File: src/verilog/mtr_defs.svh
// Constants for the modem trim and RSSI control register bank.
// Assumes an APB master with 32-bit data and one word per register.
`ifndef MTR_DEFS_SVH
`define MTR_DEFS_SVH
`define MTR_OFS_I_TRIM   12'h000
`define MTR_OFS_Q_TRIM   12'h004
`define MTR_OFS_LO_INV   12'h008
`define MTR_OFS_RSSI     12'h00C
`define MTR_OFS_ADC_TRIM 12'h010
`define MTR_OFS_GPO      12'h014
`define MTR_OFS_SW       12'h018
`define MTR_MASK_TRIM    8'hF8
`define MTR_MASK_LO_INV  8'h0C
`define MTR_MASK_ADC     8'hFA
`define MTR_MASK_GPO     8'h03
`define MTR_MASK_SW      8'hFF
`define MTR_RST_BYTE     8'h00
`define MTR_TRIM_LSB     3
`define MTR_INV_HI       3
`define MTR_INV_LO       2
`define MTR_PWR_BIT      1
`define MTR_SW3_BIT      5
`define MTR_AMP_BIT      3
`endif

File: src/verilog/mtr_pkg.sv
// Types shared by the register bank modules.
// Assumes mtr_defs.svh is on the include path.
package mtr_pkg;
  typedef logic [7:0] mtr_byte_t;
endpackage

File: src/verilog/mtr_reg_if.sv
// Write strobe and data carried from the bus slave to one register.
// Assumes a single clock shared by both ends.
interface mtr_reg_if;
  logic      we;
  logic [7:0] wdata;
  logic [7:0] q;
  modport ctl (output we, output wdata, input q);
  modport reg_side (input we, input wdata, output q);
endinterface

File: src/verilog/mtr_reg8.sv
// One 8-bit masked control register.
// Assumes writes arrive as single-cycle strobes.
`include "mtr_defs.svh"
module mtr_reg8
  import mtr_pkg::*;
#(
  parameter logic [7:0] MASK = 8'hFF
) (
  input  wire logic pclk,
  input  wire logic presetn,
  input  wire logic ce,
  mtr_reg_if.reg_side rif
);
  typedef struct packed {
    mtr_byte_t val;
  } mtr_reg_st_t;
  mtr_reg_st_t s_q;
  mtr_reg_st_t s_d;
  always_comb begin
    s_d = s_q;
    // Unused bits never store, so they read zero
    if (rif.we) begin
      s_d.val = rif.wdata & MASK;
    end
  end
  always_ff @(posedge pclk or negedge presetn) begin
    if (!presetn) begin
      s_q <= '0;
    end else if (ce) begin
      s_q <= s_d;
    end
  end
  assign rif.q = s_q.val;
endmodule

File: src/verilog/mtr_regs.sv
// Top of the trim, inversion and converter control register bank.
// Assumes an APB master; converter result arrives with a valid strobe.
//
// Local design decisions: the register addresses and the APB register port.
`include "mtr_defs.svh"
module mtr_regs
  import mtr_pkg::*;
(
  input  wire logic        pclk,
  input  wire logic        presetn,
  input  wire logic        ce,
  input  wire logic        psel,
  input  wire logic        penable,
  input  wire logic        pwrite,
  input  wire logic [11:0] paddr,
  input  wire logic [31:0] pwdata,
  output logic      [31:0] prdata,
  output logic             pready,
  output logic             pslverr,
  input  wire logic [7:0]  rssi_sample,
  input  wire logic        rssi_sample_valid,
  output logic      [4:0]  i_offset_code,
  output logic      [4:0]  q_offset_code,
  output logic             lo_invert_bit_hi,
  output logic             lo_invert_bit_lo,
  output logic             lo_invert_mode,
  output logic      [4:0]  rssi_trim_code,
  output logic             rssi_converter_power,
  output logic             general_output_1,
  output logic             general_output_0,
  output logic      [7:0]  analog_switch_bits,
  output logic             switch_three_ctrl,
  output logic             sounder_amp_power
);
  localparam int NREG = 6;
  localparam logic [7:0] MASKS [NREG] = '{
    `MTR_MASK_TRIM, `MTR_MASK_TRIM, `MTR_MASK_LO_INV,
    `MTR_MASK_ADC, `MTR_MASK_GPO, `MTR_MASK_SW};
  localparam logic [11:0] OFS [NREG] = '{
    `MTR_OFS_I_TRIM, `MTR_OFS_Q_TRIM, `MTR_OFS_LO_INV,
    `MTR_OFS_ADC_TRIM, `MTR_OFS_GPO, `MTR_OFS_SW};

  typedef struct packed {
    mtr_byte_t rssi;
    logic [31:0] rdata;
    logic        err;
  } mtr_top_st_t;
  mtr_top_st_t s_q;
  mtr_top_st_t s_d;

  mtr_reg_if rif [NREG] ();
  logic [7:0] rq [NREG];
  logic       access;
  logic       setup;
  logic       hit;
  logic       rssi_hit;
  logic [7:0] rd_byte;

  assign access = psel && penable;
  assign setup  = psel && !penable;

  genvar g;
  generate
    for (g = 0; g < NREG; g++) begin : g_reg
      assign rif[g].we    = ce && access && pwrite && (paddr == OFS[g]);
      assign rif[g].wdata = pwdata[7:0];
      assign rq[g]        = rif[g].q;
      mtr_reg8 #(.MASK(MASKS[g])) u_reg (
        .pclk    (pclk),
        .presetn (presetn),
        .ce      (ce),
        .rif     (rif[g])
      );
    end
  endgenerate

  assign rssi_hit = (paddr == `MTR_OFS_RSSI);

  always_comb begin
    hit     = rssi_hit;
    rd_byte = rssi_hit ? s_q.rssi : `MTR_RST_BYTE;
    for (int k = 0; k < NREG; k++) begin
      if (paddr == OFS[k]) begin
        hit     = 1'b1;
        rd_byte = rq[k];
      end
    end
  end

  always_comb begin
    s_d = s_q;
    // Each conversion strobed while ce is high overwrites the result; read-only to software
    if (rssi_sample_valid) begin
      s_d.rssi = rssi_sample;
    end
    // Read data and error registered at setup, stable through access
    if (setup) begin
      s_d.rdata = {24'h000000, rd_byte};
      s_d.err   = !hit || (pwrite && rssi_hit);
    end
  end

  always_ff @(posedge pclk or negedge presetn) begin
    if (!presetn) begin
      s_q <= '0;
    end else if (ce) begin
      s_q <= s_d;
    end
  end

  // One wait-free access phase; frozen clock enable stalls the bus
  assign pready  = ce;
  assign prdata  = s_q.rdata;
  assign pslverr = access && s_q.err;

  // Offset codes are passed as two's complement, 3 mV per step
  assign i_offset_code = rq[0][7:`MTR_TRIM_LSB];
  assign q_offset_code = rq[1][7:`MTR_TRIM_LSB];
  assign lo_invert_bit_hi = rq[2][`MTR_INV_HI];
  assign lo_invert_bit_lo = rq[2][`MTR_INV_LO];
  // Mixed codes are left to software to avoid; only 11 inverts
  assign lo_invert_mode = lo_invert_bit_hi && lo_invert_bit_lo;
  assign rssi_trim_code = rq[3][7:`MTR_TRIM_LSB];
  assign rssi_converter_power = rq[3][`MTR_PWR_BIT];
  assign general_output_1 = rq[4][1];
  assign general_output_0 = rq[4][0];
  assign analog_switch_bits = rq[5];
  assign switch_three_ctrl = rq[5][`MTR_SW3_BIT];
  assign sounder_amp_power = rq[5][`MTR_AMP_BIT];

  // Code value reflects voltage falling scale; no conversion done here
  logic [7:0] rssi_code_chk;
  assign rssi_code_chk = s_q.rssi;

  // All software-writable register bits in one word for hold checks
  logic [27:0] ctrl_view;
  assign ctrl_view = {i_offset_code, q_offset_code, rssi_trim_code,
    rssi_converter_power, analog_switch_bits, lo_invert_bit_hi,
    lo_invert_bit_lo, general_output_1, general_output_0};
endmodule

File: config.mk
export PLATFORM = sky130hd
export DESIGN_NAME = mtr_regs
export DESIGN_NICKNAME = d
export VERILOG_FILES = /design/src/verilog/mtr_pkg.sv /design/src/verilog/mtr_reg_if.sv /design/src/verilog/mtr_reg8.sv /design/src/verilog/mtr_regs.sv
export VERILOG_INCLUDE_DIRS = /design/src /design/src/verilog
export SDC_FILE = /design/constraint.sdc
export NUM_CORES = 1
export LEC_CHECK = 0
export ABC_AREA = 1
export BUFFER_PORTS_ARGS = -buffer_cell sky130_fd_sc_hd__buf_4
export CAP_MARGIN = 20
export CELL_PAD_IN_SITES_DETAIL_PLACEMENT = 2
export CELL_PAD_IN_SITES_GLOBAL_PLACEMENT = 2
export CORE_UTILIZATION = 28
export CTS_CLUSTER_DIAMETER = 50
export DETAILED_ROUTE_END_ITERATION = 8
export GPL_TIMING_DRIVEN = 0
export PLACE_DENSITY = 0.95
export SYNTH_ARGS = -nofsm -noshare
export SYNTH_HDL_FRONTEND = slang
export SYNTH_HIERARCHICAL = 1
export SYNTH_SLANG_ARGS = --single-unit
File: constraint.sdc
create_clock -name pclk -period 1.47 [get_ports pclk]
set_input_delay 0.0735 -clock pclk [delete_from_list [all_inputs] [get_ports pclk]]
set_output_delay 0.0735 -clock pclk [all_outputs]
set_load 0.1 [all_outputs]
Word level (Yosys, flattened, before mapping)
Cells that the tools add are included.
- $add $sub $neg: 0
- $lt $le $gt $ge: 0
- eq/ne operators: 6
- mux-type cells: 13
- reductions and logical operators: 25
- bitwise operators: 0
- $mul: 0
- div/mod/pow operators: 0
- shifts and indexed selects: 0
- operators with widths (kind ; number):
    $mux W8 ; 7
    $eq A12 B5 Y1 const B ; 3
    $eq A12 B4 Y1 const B ; 2
    $reduce_and A2 Y1 ; 8
    $logic_and A1 B1 Y1 ; 13
    $eq A12 B3 Y1 const B ; 1
    $logic_not A12 Y1 ; 1
    $mux W1 ; 6
    $logic_not A1 Y1 ; 2
    $logic_or A1 B1 Y1 ; 1
- bits in latches: 0
- bits in read-only memories: 0
- output and inout port bits: 65
- bits in writable memories: 0
- memories kept: 0
- bits of input ports: 59
- bits in registers: 45
- logic and storage cells: 53

Logic depth before layout (Yosys ltp)
Gate-level depths: netlist (run 1).
- depth in word-level cells: 9
- gate-level depth with buffers: 10
- mapped depth without buffers: 10

By module
Netlist (run 1), hierarchy kept.
- modules (own cells, without submodules) (module ; cells each ; times used ; area each (um^2) ; seq. area each (um^2)):
    mtr_regs ; 230 ; 1 ; 1615.3 ; 425.4
    mtr_reg8 (g_reg[0].u_reg ...) ; 25 ; 2 ; 220.2 ; 125.1
    mtr_reg8 (g_reg[5].u_reg) ; 35 ; 1 ; 342.8 ; 200.2
    mtr_reg8 (g_reg[2].u_reg ...) ; 16 ; 2 ; 127.6 ; 50.0
    mtr_reg8 (g_reg[3].u_reg) ; 28 ; 1 ; 250.2 ; 150.1

Worst setup path before layout (run 1)
No wires, ideal clock.
- kind: reg-to-output
- start: reg g_reg[2].u_reg.s_q (netlist bit g_reg[2].u_reg/rif.q[2])
- end: out lo_invert_mode
- slack: -270 ps
- data required time: 1397 ps
- arrival: 1667 ps
- path buffers: 0
- cell stages (with the launch flop): 3
- cells stage by stage: dfrtp_1 > nand2_1 > inv_1
- cells in the longest elaborated chain, start to end: 1
- RTL lines (item ; line ; source):
    from (decl) ; mtr_reg8.sv:17 ; mtr_reg_st_t s_q;
    from (signal assigned) ; mtr_reg8.sv:28 ; s_q <= '0;
    from (signal assigned) ; mtr_reg8.sv:30 ; s_q <= s_d;
    $logic_and A1 B1 Y1 ; mtr_regs.sv:122 ; assign lo_invert_mode = lo_invert_bit_hi && lo_invert_bit_lo;
    to (decl) ; mtr_regs.sv:26 ; output logic lo_invert_mode,
No other way between the ends.

Final worst setup path (run 1)
- start: in paddr[9]
- end: reg g_reg[0].u_reg.s_q (netlist bit g_reg[0].u_reg/rif.q[4])
- cells in the longest elaborated chain, start to end: 3
- RTL lines (item ; line ; source):
    from (decl) ; mtr_regs.sv:15 ; input wire logic [11:0] paddr,
    $logic_not A12 Y1 ; mtr_regs.sv:65 ; assign rif[g].we = ce && access && pwrite && (paddr == OFS[g]);
    $logic_and A1 B1 Y1 ; mtr_regs.sv:65 ;
    named net rif[0].we ; mtr_reg_if.sv:4 ; logic we;
    $reduce_and A2 Y1 (no line) ; -- ;
    to (signal assigned) ; mtr_reg8.sv:28 ;
    to (signal assigned) ; mtr_reg8.sv:30 ;
    to (decl) ; mtr_reg8.sv:17 ;
The timed path passes the listed nets, and every way through them passes these cells.
A chain may end at the register's enable or synchronous reset.

==> results of run 1 <==
cell families after synthesis:
logic type,after synthesis
AND/OR/NAND/NOR,232
buffers and inverters,81
other,6
multiplexers,8
AO/OA/AOI/OAI,3
flip-flops,45
cell usage in the layout, fill, tap and decap left out, types with 3 or more instances in the layout:
master / count
sky130_fd_sc_hd__nor2_4: 5
sky130_fd_sc_hd__nor2_1: 22
sky130_fd_sc_hd__mux2_2: 8
sky130_fd_sc_hd__nor3_4: 5
sky130_fd_sc_hd__dfrtp_1: 43
sky130_fd_sc_hd__buf_6: 3
sky130_fd_sc_hd__nor2_2: 4
sky130_fd_sc_hd__nand2_1: 102
sky130_fd_sc_hd__buf_4: 138
sky130_fd_sc_hd__inv_2: 4
sky130_fd_sc_hd__nand3_1: 61
sky130_fd_sc_hd__clkbuf_8: 6
sky130_fd_sc_hd__nand4_1: 18
sky130_fd_sc_hd__dlygate4sd3_1: 4
sky130_fd_sc_hd__nand2_2: 8
sky130_fd_sc_hd__inv_1: 15
sky130_fd_sc_hd__conb_1: 44
worst min-delay path by stage:
stage | endpoint | slack (ns)
finish | rssi_code_chk[5] | 0.003
global route | rssi_code_chk[5] | 0.0009
CTS | rssi_code_chk[2] | 0.003
detailed placement | g_reg[1].u_reg/rif.q[5] | 0.12
global placement | g_reg[0].u_reg/rif.q[4] | 0.10
floorplan | g_reg[0].u_reg/rif.q[3] | -0.22
synthesized netlist by cell type:
cell type / n / area share [%]
sky130_fd_sc_hd__nand2_1: 104 / 13
sky130_fd_sc_hd__nand3_1: 61 / 11
sky130_fd_sc_hd__buf_4: 55 / 14
sky130_fd_sc_hd__dfrtp_1: 45 / 39
sky130_fd_sc_hd__nor2_1: 24 / 3.1
sky130_fd_sc_hd__nand4_1: 18 / 3.9
sky130_fd_sc_hd__inv_1: 15 / 1.9
sky130_fd_sc_hd__mux2_2: 8 / 3.1
sky130_fd_sc_hd__conb_1: 6 / 0.78
sky130_fd_sc_hd__nand2_2: 6 / 1.3
sky130_fd_sc_hd__nor3_1: 5 / 0.86
sky130_fd_sc_hd__inv_2: 4 / 0.52
sky130_fd_sc_hd__nor2_4: 4 / 1.6
sky130_fd_sc_hd__buf_2: 3 / 0.52
sky130_fd_sc_hd__nor2_2: 3 / 0.65
sky130_fd_sc_hd__buf_6: 2 / 0.78
sky130_fd_sc_hd__nor3_4: 2 / 1.1
sky130_fd_sc_hd__o21ai_0: 2 / 0.34
sky130_fd_sc_hd__a31oi_1: 1 / 0.22
sky130_fd_sc_hd__and3_1: 1 / 0.22
sky130_fd_sc_hd__clkinv_1: 1 / 0.13
sky130_fd_sc_hd__inv_4: 1 / 0.22
sky130_fd_sc_hd__nand2_4: 1 / 0.39
sky130_fd_sc_hd__nand2_8: 1 / 0.69
sky130_fd_sc_hd__nand3_2: 1 / 0.34
sky130_fd_sc_hd__nand4_2: 1 / 0.43
per-stage QoR:
stage	setup WS [ns]	total power (W)	TNS, ns	hold WS, ns	utilization [%]
after global routing	-0.0340	0.00310	-0.101	0.000924	41.2
after global placement	-0.677	0.00194	-9.64	0.102	38.1
final	0.0676	0.00301	0	0.00325	41.2
after floorplan	-0.00576	0.00178	-0.0746	-0.222	-
after detailed placement	-0.785	0.00195	-12.76	0.120	38.1
after CTS	0.00716	0.00299	0	0.00333	40.7
power groups by stage:
stage / Combinational [W] / Clock, W / Sequential, W
after floorplan: 0.000474 / 0 / 0.00131
after global placement: 0.000625 / 0 / 0.00131
after detailed placement: 0.000639 / 0 / 0.00132
after CTS: 0.000661 / 0.00104 / 0.00129
after global routing: 0.000716 / 0.00108 / 0.00130
final: 0.000682 / 0.00103 / 0.00130
area by class of cell:
type,instances,area share (%)
Buffer,60,11.2
Clock buffer,6,2.02
Clock inverter,2,0.919
Inverter,21,1.99
Multi-Input combinational cell,287,35.4
Sequential cell,45,27.6
Tap cell,133,4.07
Timing Repair Buffer,88,16.7
registers in the layout, indices dropped and copies added (netlist names):
register / count
prdata: 8
rssi_code_chk: 8
s_q: 1
g.u_reg/rif.q: 28
metal layers:
| metal | routed length [µm] | up-vias | track usage, % |
|---|---|---|---|
| met5 | 0 | - | 0 |
| met4 | 342 | 0 | 9.29 |
| met3 | 543 | 21 | 2.58 |
| met2 | 6450 | 97 | 40.6 |
| met1 | 4600 | 1467 | 25.6 |
| li1 | - | 1387 | - |
repair_timing:
action | in CTS | in global routing
endpoints found under the hold margin | 47 | 1
setup buffers | 6 | 3
setup endpoints to repair | 18 | 19
gates resized for setup | 9 | 6
hold buffers | 3 | 1
pin swaps | 3 | 3
==> flow_summary.toml, run 1 <==
[sta]
slew_headroom_pct = 59.6
final_number_of_setup_violating_endpoints = 0
achievable-frequency_mhz = 713
report.final.slew_viol_count = 0
final.setup_skew_ns = 0.0128
finalCritPeriodShare_pct = 95.4
finalCriticalPeriod_ns = 1.40
hold_viol = 0
tightestPinTransition_ns = 0.605

[detailed_routing]
drt-total-wl_mm = 11.9
dr.first_iter.drc_count = 81
detail_route.first_pass.iterations = 4
drcViolationCount = 0
avgViaCountPerCell = 4.63
routed-via-count = 2972
post_drt_wl_per_cell_um = 18.6
final_antenna_net_count = 0

[worst_hold_path]
min-delay-path-class = "in2reg"
holdCritStartpoint = "rssi_sample[5]"
worst_hold_path.num_cells = 2

[clock_tree]
cts_root_cell = "sky130_fd_sc_hd__clkbuf_8"
cts_tree = "built"
cts-htree-levels = 2
cts_buffers = 5
clk_transition_reported_paths_ns = 0.10
clk_path_buf_depth = 2
tritoncts_num_sinks = 45
insertion_delay_ns = 0.31

[layout]
stdcell_area_um2 = 4080
nets = 567
seq_area_um2 = 1130
multi_input_comb_area_um2 = 1450
drive_above_1_share_pct = 38.3
syn_to_final_growth_pct = 40.6
instances_no_fill = 642
layout.filler_cells = 1173
antenna_cells = 0

[power_and_ir_drop]
clkPwrFrac_pct = 34.2
power.combinational.fraction_pct = 22.6
sw_frac_of_total_pct = 32.8
p_int_w = 0.00202
power.switching_w = 0.000988
share_seq_of_total_power_pct = 43.1
power.leakage_nw = 2.26
cellPowerDensity_nw_per_um2 = 737
vdd.ir_drop.worst_mv = 0.312

[logic_synthesis]
postSynthCellCount = 375
synth_seq_area_share_pct = 38.8
syn-mean-instance-area_um2 = 7.74
synth-simple-area-share_pct = 38.5
synth.area.mux_share_pct = 3.10
post_synth_num_cell_types = 26
yosysWarnings = 6
yosys.area_share.adder_pct = 0
syn-cell-area_um2 = 2900
number_of_synthesized_register_bits = 45
synth_compound_area_share_pct = 0.560
largest_family_of_logic_cells_by_synthesized_area = "simple AND/OR/NAND/NOR gates"
yosys.area_share.xor_xnor_pct = 0

[worst_setup_path]
timing.rr.end = "prdata[3]"
cpMaxStageDelayCell = "sky130_fd_sc_hd__nor3_4"
max_stage_delay_ns = 0.35
count_of_buffering_cells_on_the_critical_path_with_inverters_included = 4
timing.setup.critical_path_class = "in2reg"
timing.critical_path.required_ns = 1.72
timing.critical_path.fanout_max = 10
worstReg2RegStart = "rssi_code_chk[3]"
timing.reg2reg.worst_path_depth = 6
critical_path_depth = 10
startpoint = "paddr[9]"
critPathCapture = "g_reg[0].u_reg/rif.q[4]"
critPathArrivalTime_ns = 1.65
cp_delay_by_family_top = "simple AND/OR/NAND/NOR gates"
cp-start-kind = "primary input"
endpoint_kind = "flip-flop"
timing.reg2reg.setup_slack_ns = 0.17
cp_common_cell = "sky130_fd_sc_hd__buf_4"
series_of_cell_instances_along_the_critical_path = "buf_4 > nor2_1 > nand2_2 > nor2_2 > buf_6 > inv_1 > nor3_4 > buf_4 > nand3_1 > nand2_1"

[grt]
gr-usage-all-layers_pct = 22.0
grt_antenna_before_repair = 0
grt_overflow = 0
grt_pass1_vias = 3344
grt_start_max_net_pins = 46
first_pass_grt_wire_length_mm = 18.3

[floorplanning]
std_cell_rows = 36
die-area_um2 = 10800
dieWidth_um = 104
floorplan.core_area_um2 = 9910
y_dimension_of_the_die_um = 104
io_pins = 124
initial_core_util_pct = 29.3

[placed_design]
gpl.final_weighted_congestion = 0.796
dp_cells = 621
port-buffer-count = 75
hpwl_after_detailed_placement_mm = 8.21
place_area_um2 = 3780

[status]
run_status = "finished, final reports clean"

[flow_run]
drv.max_cap_violation_count = 0
Note: power is estimated with default switching activity, not from simulation.
==> inputs of run 2 (changes only) <==
CORE_MARGIN = 2   (was default)
==> flow_summary.toml, run 2 (synthesis results as in run 1) <==
[status]
run_status = "finished, final reports clean"

[floorplanning]
y_dimension_of_the_die_um = 106
dieWidth_um = 106
floorplan.core_area_um2 = 10200
die-area_um2 = 11200
initial_core_util_pct = 28.5
io_pins = 124
std_cell_rows = 37

[sta]
final.setup_skew_ns = 0.0229
finalCriticalPeriod_ns = 1.35
hold_viol = 0
report.final.slew_viol_count = 0
final.setup.worst_slack_ns = 0.117
slew_headroom_pct = 59.5
tightestPinTransition_ns = 0.608
final_number_of_setup_violating_endpoints = 0
achievable-frequency_mhz = 739
finalCritPeriodShare_pct = 92.0

[layout]
layout.cells.most_common = "sky130_fd_sc_hd__buf_4"
seq_area_um2 = 1130
drive_above_1_share_pct = 38.9
syn_to_final_growth_pct = 42.1
most-common-layout-cells = "sky130_fd_sc_hd__buf_4, sky130_fd_sc_hd__nand2_1, sky130_fd_sc_hd__nand3_1"
multi_input_comb_area_um2 = 1460
max_ffs_per_register = 28
layout.filler_cells = 1188
nets = 570
antenna_cells = 0

[power_and_ir_drop]
fin_total_pwr_w = 0.00302
power.leakage_nw = 2.29
vdd.ir_drop.worst_mv = 0.392
cellPowerDensity_nw_per_um2 = 731

[grt]
gr-usage-all-layers_pct = 22.2
grt_overflow = 0
grt_pass1_vias = 3481
grt_antenna_before_repair = 0
grt_start_max_net_pins = 46
first_pass_grt_wire_length_mm = 19.2

[worst_setup_path]
worstReg2RegStart = "g_reg[0].u_reg/rif.q[7]"
timing.setup.critical_path_class = "reg2reg"
startpoint = "g_reg[0].u_reg/rif.q[7]"
critPathArrivalTime_ns = 1.54
cp-start-kind = "flip-flop"
timing.critical_path.fanout_max = 3
endpoint_kind = "flip-flop"
timing.critical_path.required_ns = 1.66

[detailed_routing]
post_drt_wl_per_cell_um = 18.5
routed-via-count = 2994
detail_route.first_pass.iterations = 4
dr.first_iter.drc_count = 150
drcViolationCount = 0
drt-total-wl_mm = 12.0
avgViaCountPerCell = 4.62
final_antenna_net_count = 0

[worst_hold_path]
holdCritStartpoint = "rssi_sample[1]"
min-delay-path-class = "in2reg"

[placed_design]
port-buffer-count = 75
gpl.final_weighted_congestion = 0.804
hpwl_after_detailed_placement_mm = 7.96
place_worst_setup_slack_ns = -0.830

[clock_tree]
cts-htree-levels = 2
cts_root_cell = "sky130_fd_sc_hd__clkbuf_8"
cts_tree = "built"
insertion_delay_ns = 0.32
clk_path_buf_depth = 2
clk_transition_reported_paths_ns = 0.10
tritoncts_num_sinks = 45
cts_buffers = 5

[flow_run]
drv.max_cap_violation_count = 0
==> run 2: power breakdown <==
part           internal (W)  leakage (nW)  switching (W)  total [W]
logic              0.000199          1.63       0.000488   0.000687
clock network      0.000554        0.0574       0.000479    0.00103
registers           0.00127         0.603      0.0000252    0.00130
==> run 2: timing repair <==
| item | in CTS | in global routing |
|---|---|---|
| resized for setup | 9 | 10 |
| hold buffers | 5 | 0 |
| setup buffers | 8 | 3 |
| setup endpoints to repair | 19 | 23 |
| hold endpoints to repair | 49 | 0 |
| gates cloned | 0 | 0 |
| pin swaps | 4 | 5 |
==> run 2: metal layers <==
metal	GRT usage [%]	share of wire (%)	up-vias	wire length, µm
li1	-	-	1395	-
met1	27.0	41	1484	4960
met2	39.4	51	94	6180
met3	3.15	4.3	21	517
met4	9.02	2.9	0	345
met5	0	0	-	0
==> run 2: final cells by class <==
type / count / share of cell area (%)
Sequential cell: 45 / 27.4
Inverter: 21 / 2.06
Clock inverter: 2 / 0.910
Tap cell: 136 / 4.12
Clock buffer: 6 / 2.00
Timing Repair Buffer: 91 / 17.2
Multi-Input combinational cell: 287 / 35.3
Buffer: 60 / 11.1
==> run 2: final timing paths <==
| check | end | slack, ns | depth (start not counted) |
|---|---|---|---|
| worst min-delay path | rssi_code_chk[1] | 0.005 | 2 |
| worst max-delay path | prdata[7] | 0.12 | 6 |
| min in group asynchronous | rssi_code_chk[6] | 0.31 | 2 |
| worst max register to register | prdata[7] | 0.12 | 6 |
| max in group asynchronous | g_reg[2].u_reg/rif.q[2] | 0.73 | 2 |
| worst min register to register | prdata[0] | 0.49 | 2 |
==> run 2: per-stage QoR <==
step	hold WS (ns)	std cells	cell area, µm²	TNS [ns]	utilization, %
after floorplan	-0.222	413	3050	-0.0746	-
after global placement	0.101	624	3780	-9.59	37.1
after detailed placement	0.118	624	3780	-14.67	37.1
after CTS	0.00328	645	4060	0	39.9
after global routing	0.00230	648	4130	-0.00838	40.5
final	0.00463	648	4130	0	40.5
==> run 2: worst max-delay path, stage by stage (launching register included) <==
cell	delay, ns
sky130_fd_sc_hd__dfrtp_1	0.44
sky130_fd_sc_hd__nand3_1	0.13
sky130_fd_sc_hd__nand3_1	0.13
sky130_fd_sc_hd__nor2_1	0.19
sky130_fd_sc_hd__nand4_1	0.17
sky130_fd_sc_hd__nand2_1	0.11
sky130_fd_sc_hd__nand2_1	0.06
==> inputs of run 3 (changes only) <==
clock period = 1.74 ns   (was 1.47 ns; I/O delays follow)
==> flow_summary.toml, run 3 (synthesis results as in run 1) <==
[clock_tree]
cts_root_cell = "sky130_fd_sc_hd__clkbuf_8"
cts-htree-levels = 2
cts_tree = "built"
insertion_delay_ns = 0.31
post_cts_buffers = 0
tritoncts_num_sinks = 45
clk_path_buf_depth = 2
cts_buffers = 5
clk_transition_reported_paths_ns = 0.10

[layout]
antenna_cells = 0
syn_to_final_growth_pct = 36.1
drive_above_1_share_pct = 36.1
most-common-layout-cells = "sky130_fd_sc_hd__buf_4, sky130_fd_sc_hd__nand2_1, sky130_fd_sc_hd__nand3_1"
layout.cells.most_common = "sky130_fd_sc_hd__buf_4"
stdcell_area_um2 = 3950
layout.filler_cells = 1223
nets = 557
max_ffs_per_register = 28

[worst_setup_path]
max_stage_delay_ns = 0.41
cp-start-kind = "primary input"
timing.setup.critical_path_class = "in2reg"
endpoint_kind = "flip-flop"
cpMaxStageDelayCell = "sky130_fd_sc_hd__nor3_2"
cp_common_cell = "sky130_fd_sc_hd__nand2_1"
timing.critical_path.fanout_max = 10
timing.critical_path.required_ns = 1.94
critPathArrivalTime_ns = 1.86
timing.reg2reg.setup_slack_ns = 0.46
series_of_cell_instances_along_the_critical_path = "buf_4 > nor2_1 > nand2_1 > nor2_1 > buf_2 > inv_1 > nor3_2 > nand2_2 > nand2_1 > nand2_1"

[grt]
gr-usage-all-layers_pct = 20.3
grt_overflow = 0
grt_pass1_vias = 3342
grt_antenna_before_repair = 0
first_pass_grt_wire_length_mm = 17.6
grt_start_max_net_pins = 46

[sta]
finalCriticalPeriod_ns = 1.66
finalCritPeriodShare_pct = 95.2
tightestPinTransition_ns = 0.593
slew_headroom_pct = 60.5
hold_viol = 0
achievable-frequency_mhz = 604
final.setup_skew_ns = 0.0142
final_number_of_setup_violating_endpoints = 0
setup_repair_after_global_routing_missed_its_margin = "true"
finalHoldWorstSlack_ns = 0.0126
report.final.slew_viol_count = 0

[floorplanning]
y_dimension_of_the_die_um = 106
io_pins = 124
dieWidth_um = 106
floorplan.core_area_um2 = 10200
initial_core_util_pct = 28.5
std_cell_rows = 37
die-area_um2 = 11200

[power_and_ir_drop]
power.switching_w = 0.000799
cellPowerDensity_nw_per_um2 = 632
power.leakage_nw = 2.17
share_seq_of_total_power_pct = 43.7
sw_frac_of_total_pct = 32.0
clkPwrFrac_pct = 34.0
power.combinational.fraction_pct = 22.3
vdd.ir_drop.worst_mv = 0.314
p_int_w = 0.00170

[placed_design]
place_area_um2 = 3780
gpl.final_weighted_congestion = 0.804
hpwl_after_detailed_placement_mm = 7.96
port-buffer-count = 75

[detailed_routing]
routed-via-count = 2908
drt-total-wl_mm = 10.8
post_drt_wl_per_cell_um = 17.0
final_antenna_net_count = 0
highest_layer = "met4"
drcViolationCount = 0
avgViaCountPerCell = 4.58
wl_met1_mm = 4.56
dr_wl_met3_um = 425
detail_route.first_pass.iterations = 4
dr.first_iter.drc_count = 88
wl_met2_mm = 5.56

[status]
run_status = "finished, final reports clean"

[flow_run]
drv.max_cap_violation_count = 0

[worst_hold_path]
min-delay-path-class = "in2reg"
run 3: changes by cell type in the layout (fill, tap and decap cells not counted), sizes merged:
| cell | previous run | this run |
|---|---|---|
| clkinvlp | 2 | 1 |
| inv | 19 | 20 |
| dlygate4sd3 | 5 | 3 |
| buf | 146 | 135 |
run 3: through the flow:
step	cells	TNS, ns	setup WS, ns	power (W)	utilization (%)
after floorplan	413	0	0.251	0.00151	-
after global placement	624	-4.91	-0.403	0.00164	37.1
after detailed placement	624	-8.39	-0.574	0.00165	37.1
after CTS	635	0	0.0186	0.00251	38.8
after global routing	635	-0.629	-0.0897	0.00259	38.8
final	635	0	0.0833	0.00250	38.8
run 3: timing repair:
item,CTS,global route
hold endpoints to repair,47,0
pin swaps,0,0
resized for setup,3,1
cloned,0,0
hold buffers,3,0
endpoints found under the setup margin,16,18
run 3: path summary, 6_finish.rpt:
check	startpoint	to	depth (start not counted)
worst max-delay path	paddr[5]	g_reg[0].u_reg/rif.q[4]	10
worst min-delay path	rssi_sample[7]	rssi_code_chk[7]	2
worst max register to register	g_reg[0].u_reg/rif.q[6]	prdata[6]	6
worst min register to register	prdata[7]	prdata[7]	2
max in group asynchronous	presetn	g_reg[2].u_reg/rif.q[2]	2
min in group asynchronous	presetn	rssi_code_chk[6]	2
run 3: power by group through the flow:
stage / registers [W] / logic (W) / clock network (W)
floorplan: 0.00111 / 0.000400 / 0
global placement: 0.00111 / 0.000528 / 0
detailed placement: 0.00111 / 0.000540 / 0
CTS: 0.00109 / 0.000549 / 0.000868
global route: 0.00110 / 0.000591 / 0.000900
finish: 0.00109 / 0.000557 / 0.000850
run 3: area by class of cell:
type                       instances  area, µm²  area share [%]
clock buffer                       6       82.6            2.09
timing repair buffer              78        593            15.0
clock inverter                     2       37.5           0.949
buffer                            60        450            11.4
sequential                        45       1130            28.5
inverter                          21       81.3            2.06
tap                              136        170            4.30
multi-input combinational        287       1410            35.7
run 3: critical path: cells and delay by family:
| family | cells | cell delay, ns |
|---|---|---|
| AND/OR/NAND/NOR | 7 | 1.27 |
| buffers and inverters | 3 | 0.49 |
run 3: layer usage:
layer | track usage, % | vias to the layer above
li1 | - | 1372
met1 | 24.2 | 1440
met2 | 37.0 | 80
met3 | 2.60 | 16
met4 | 7.33 | 0
met5 | 0 | -
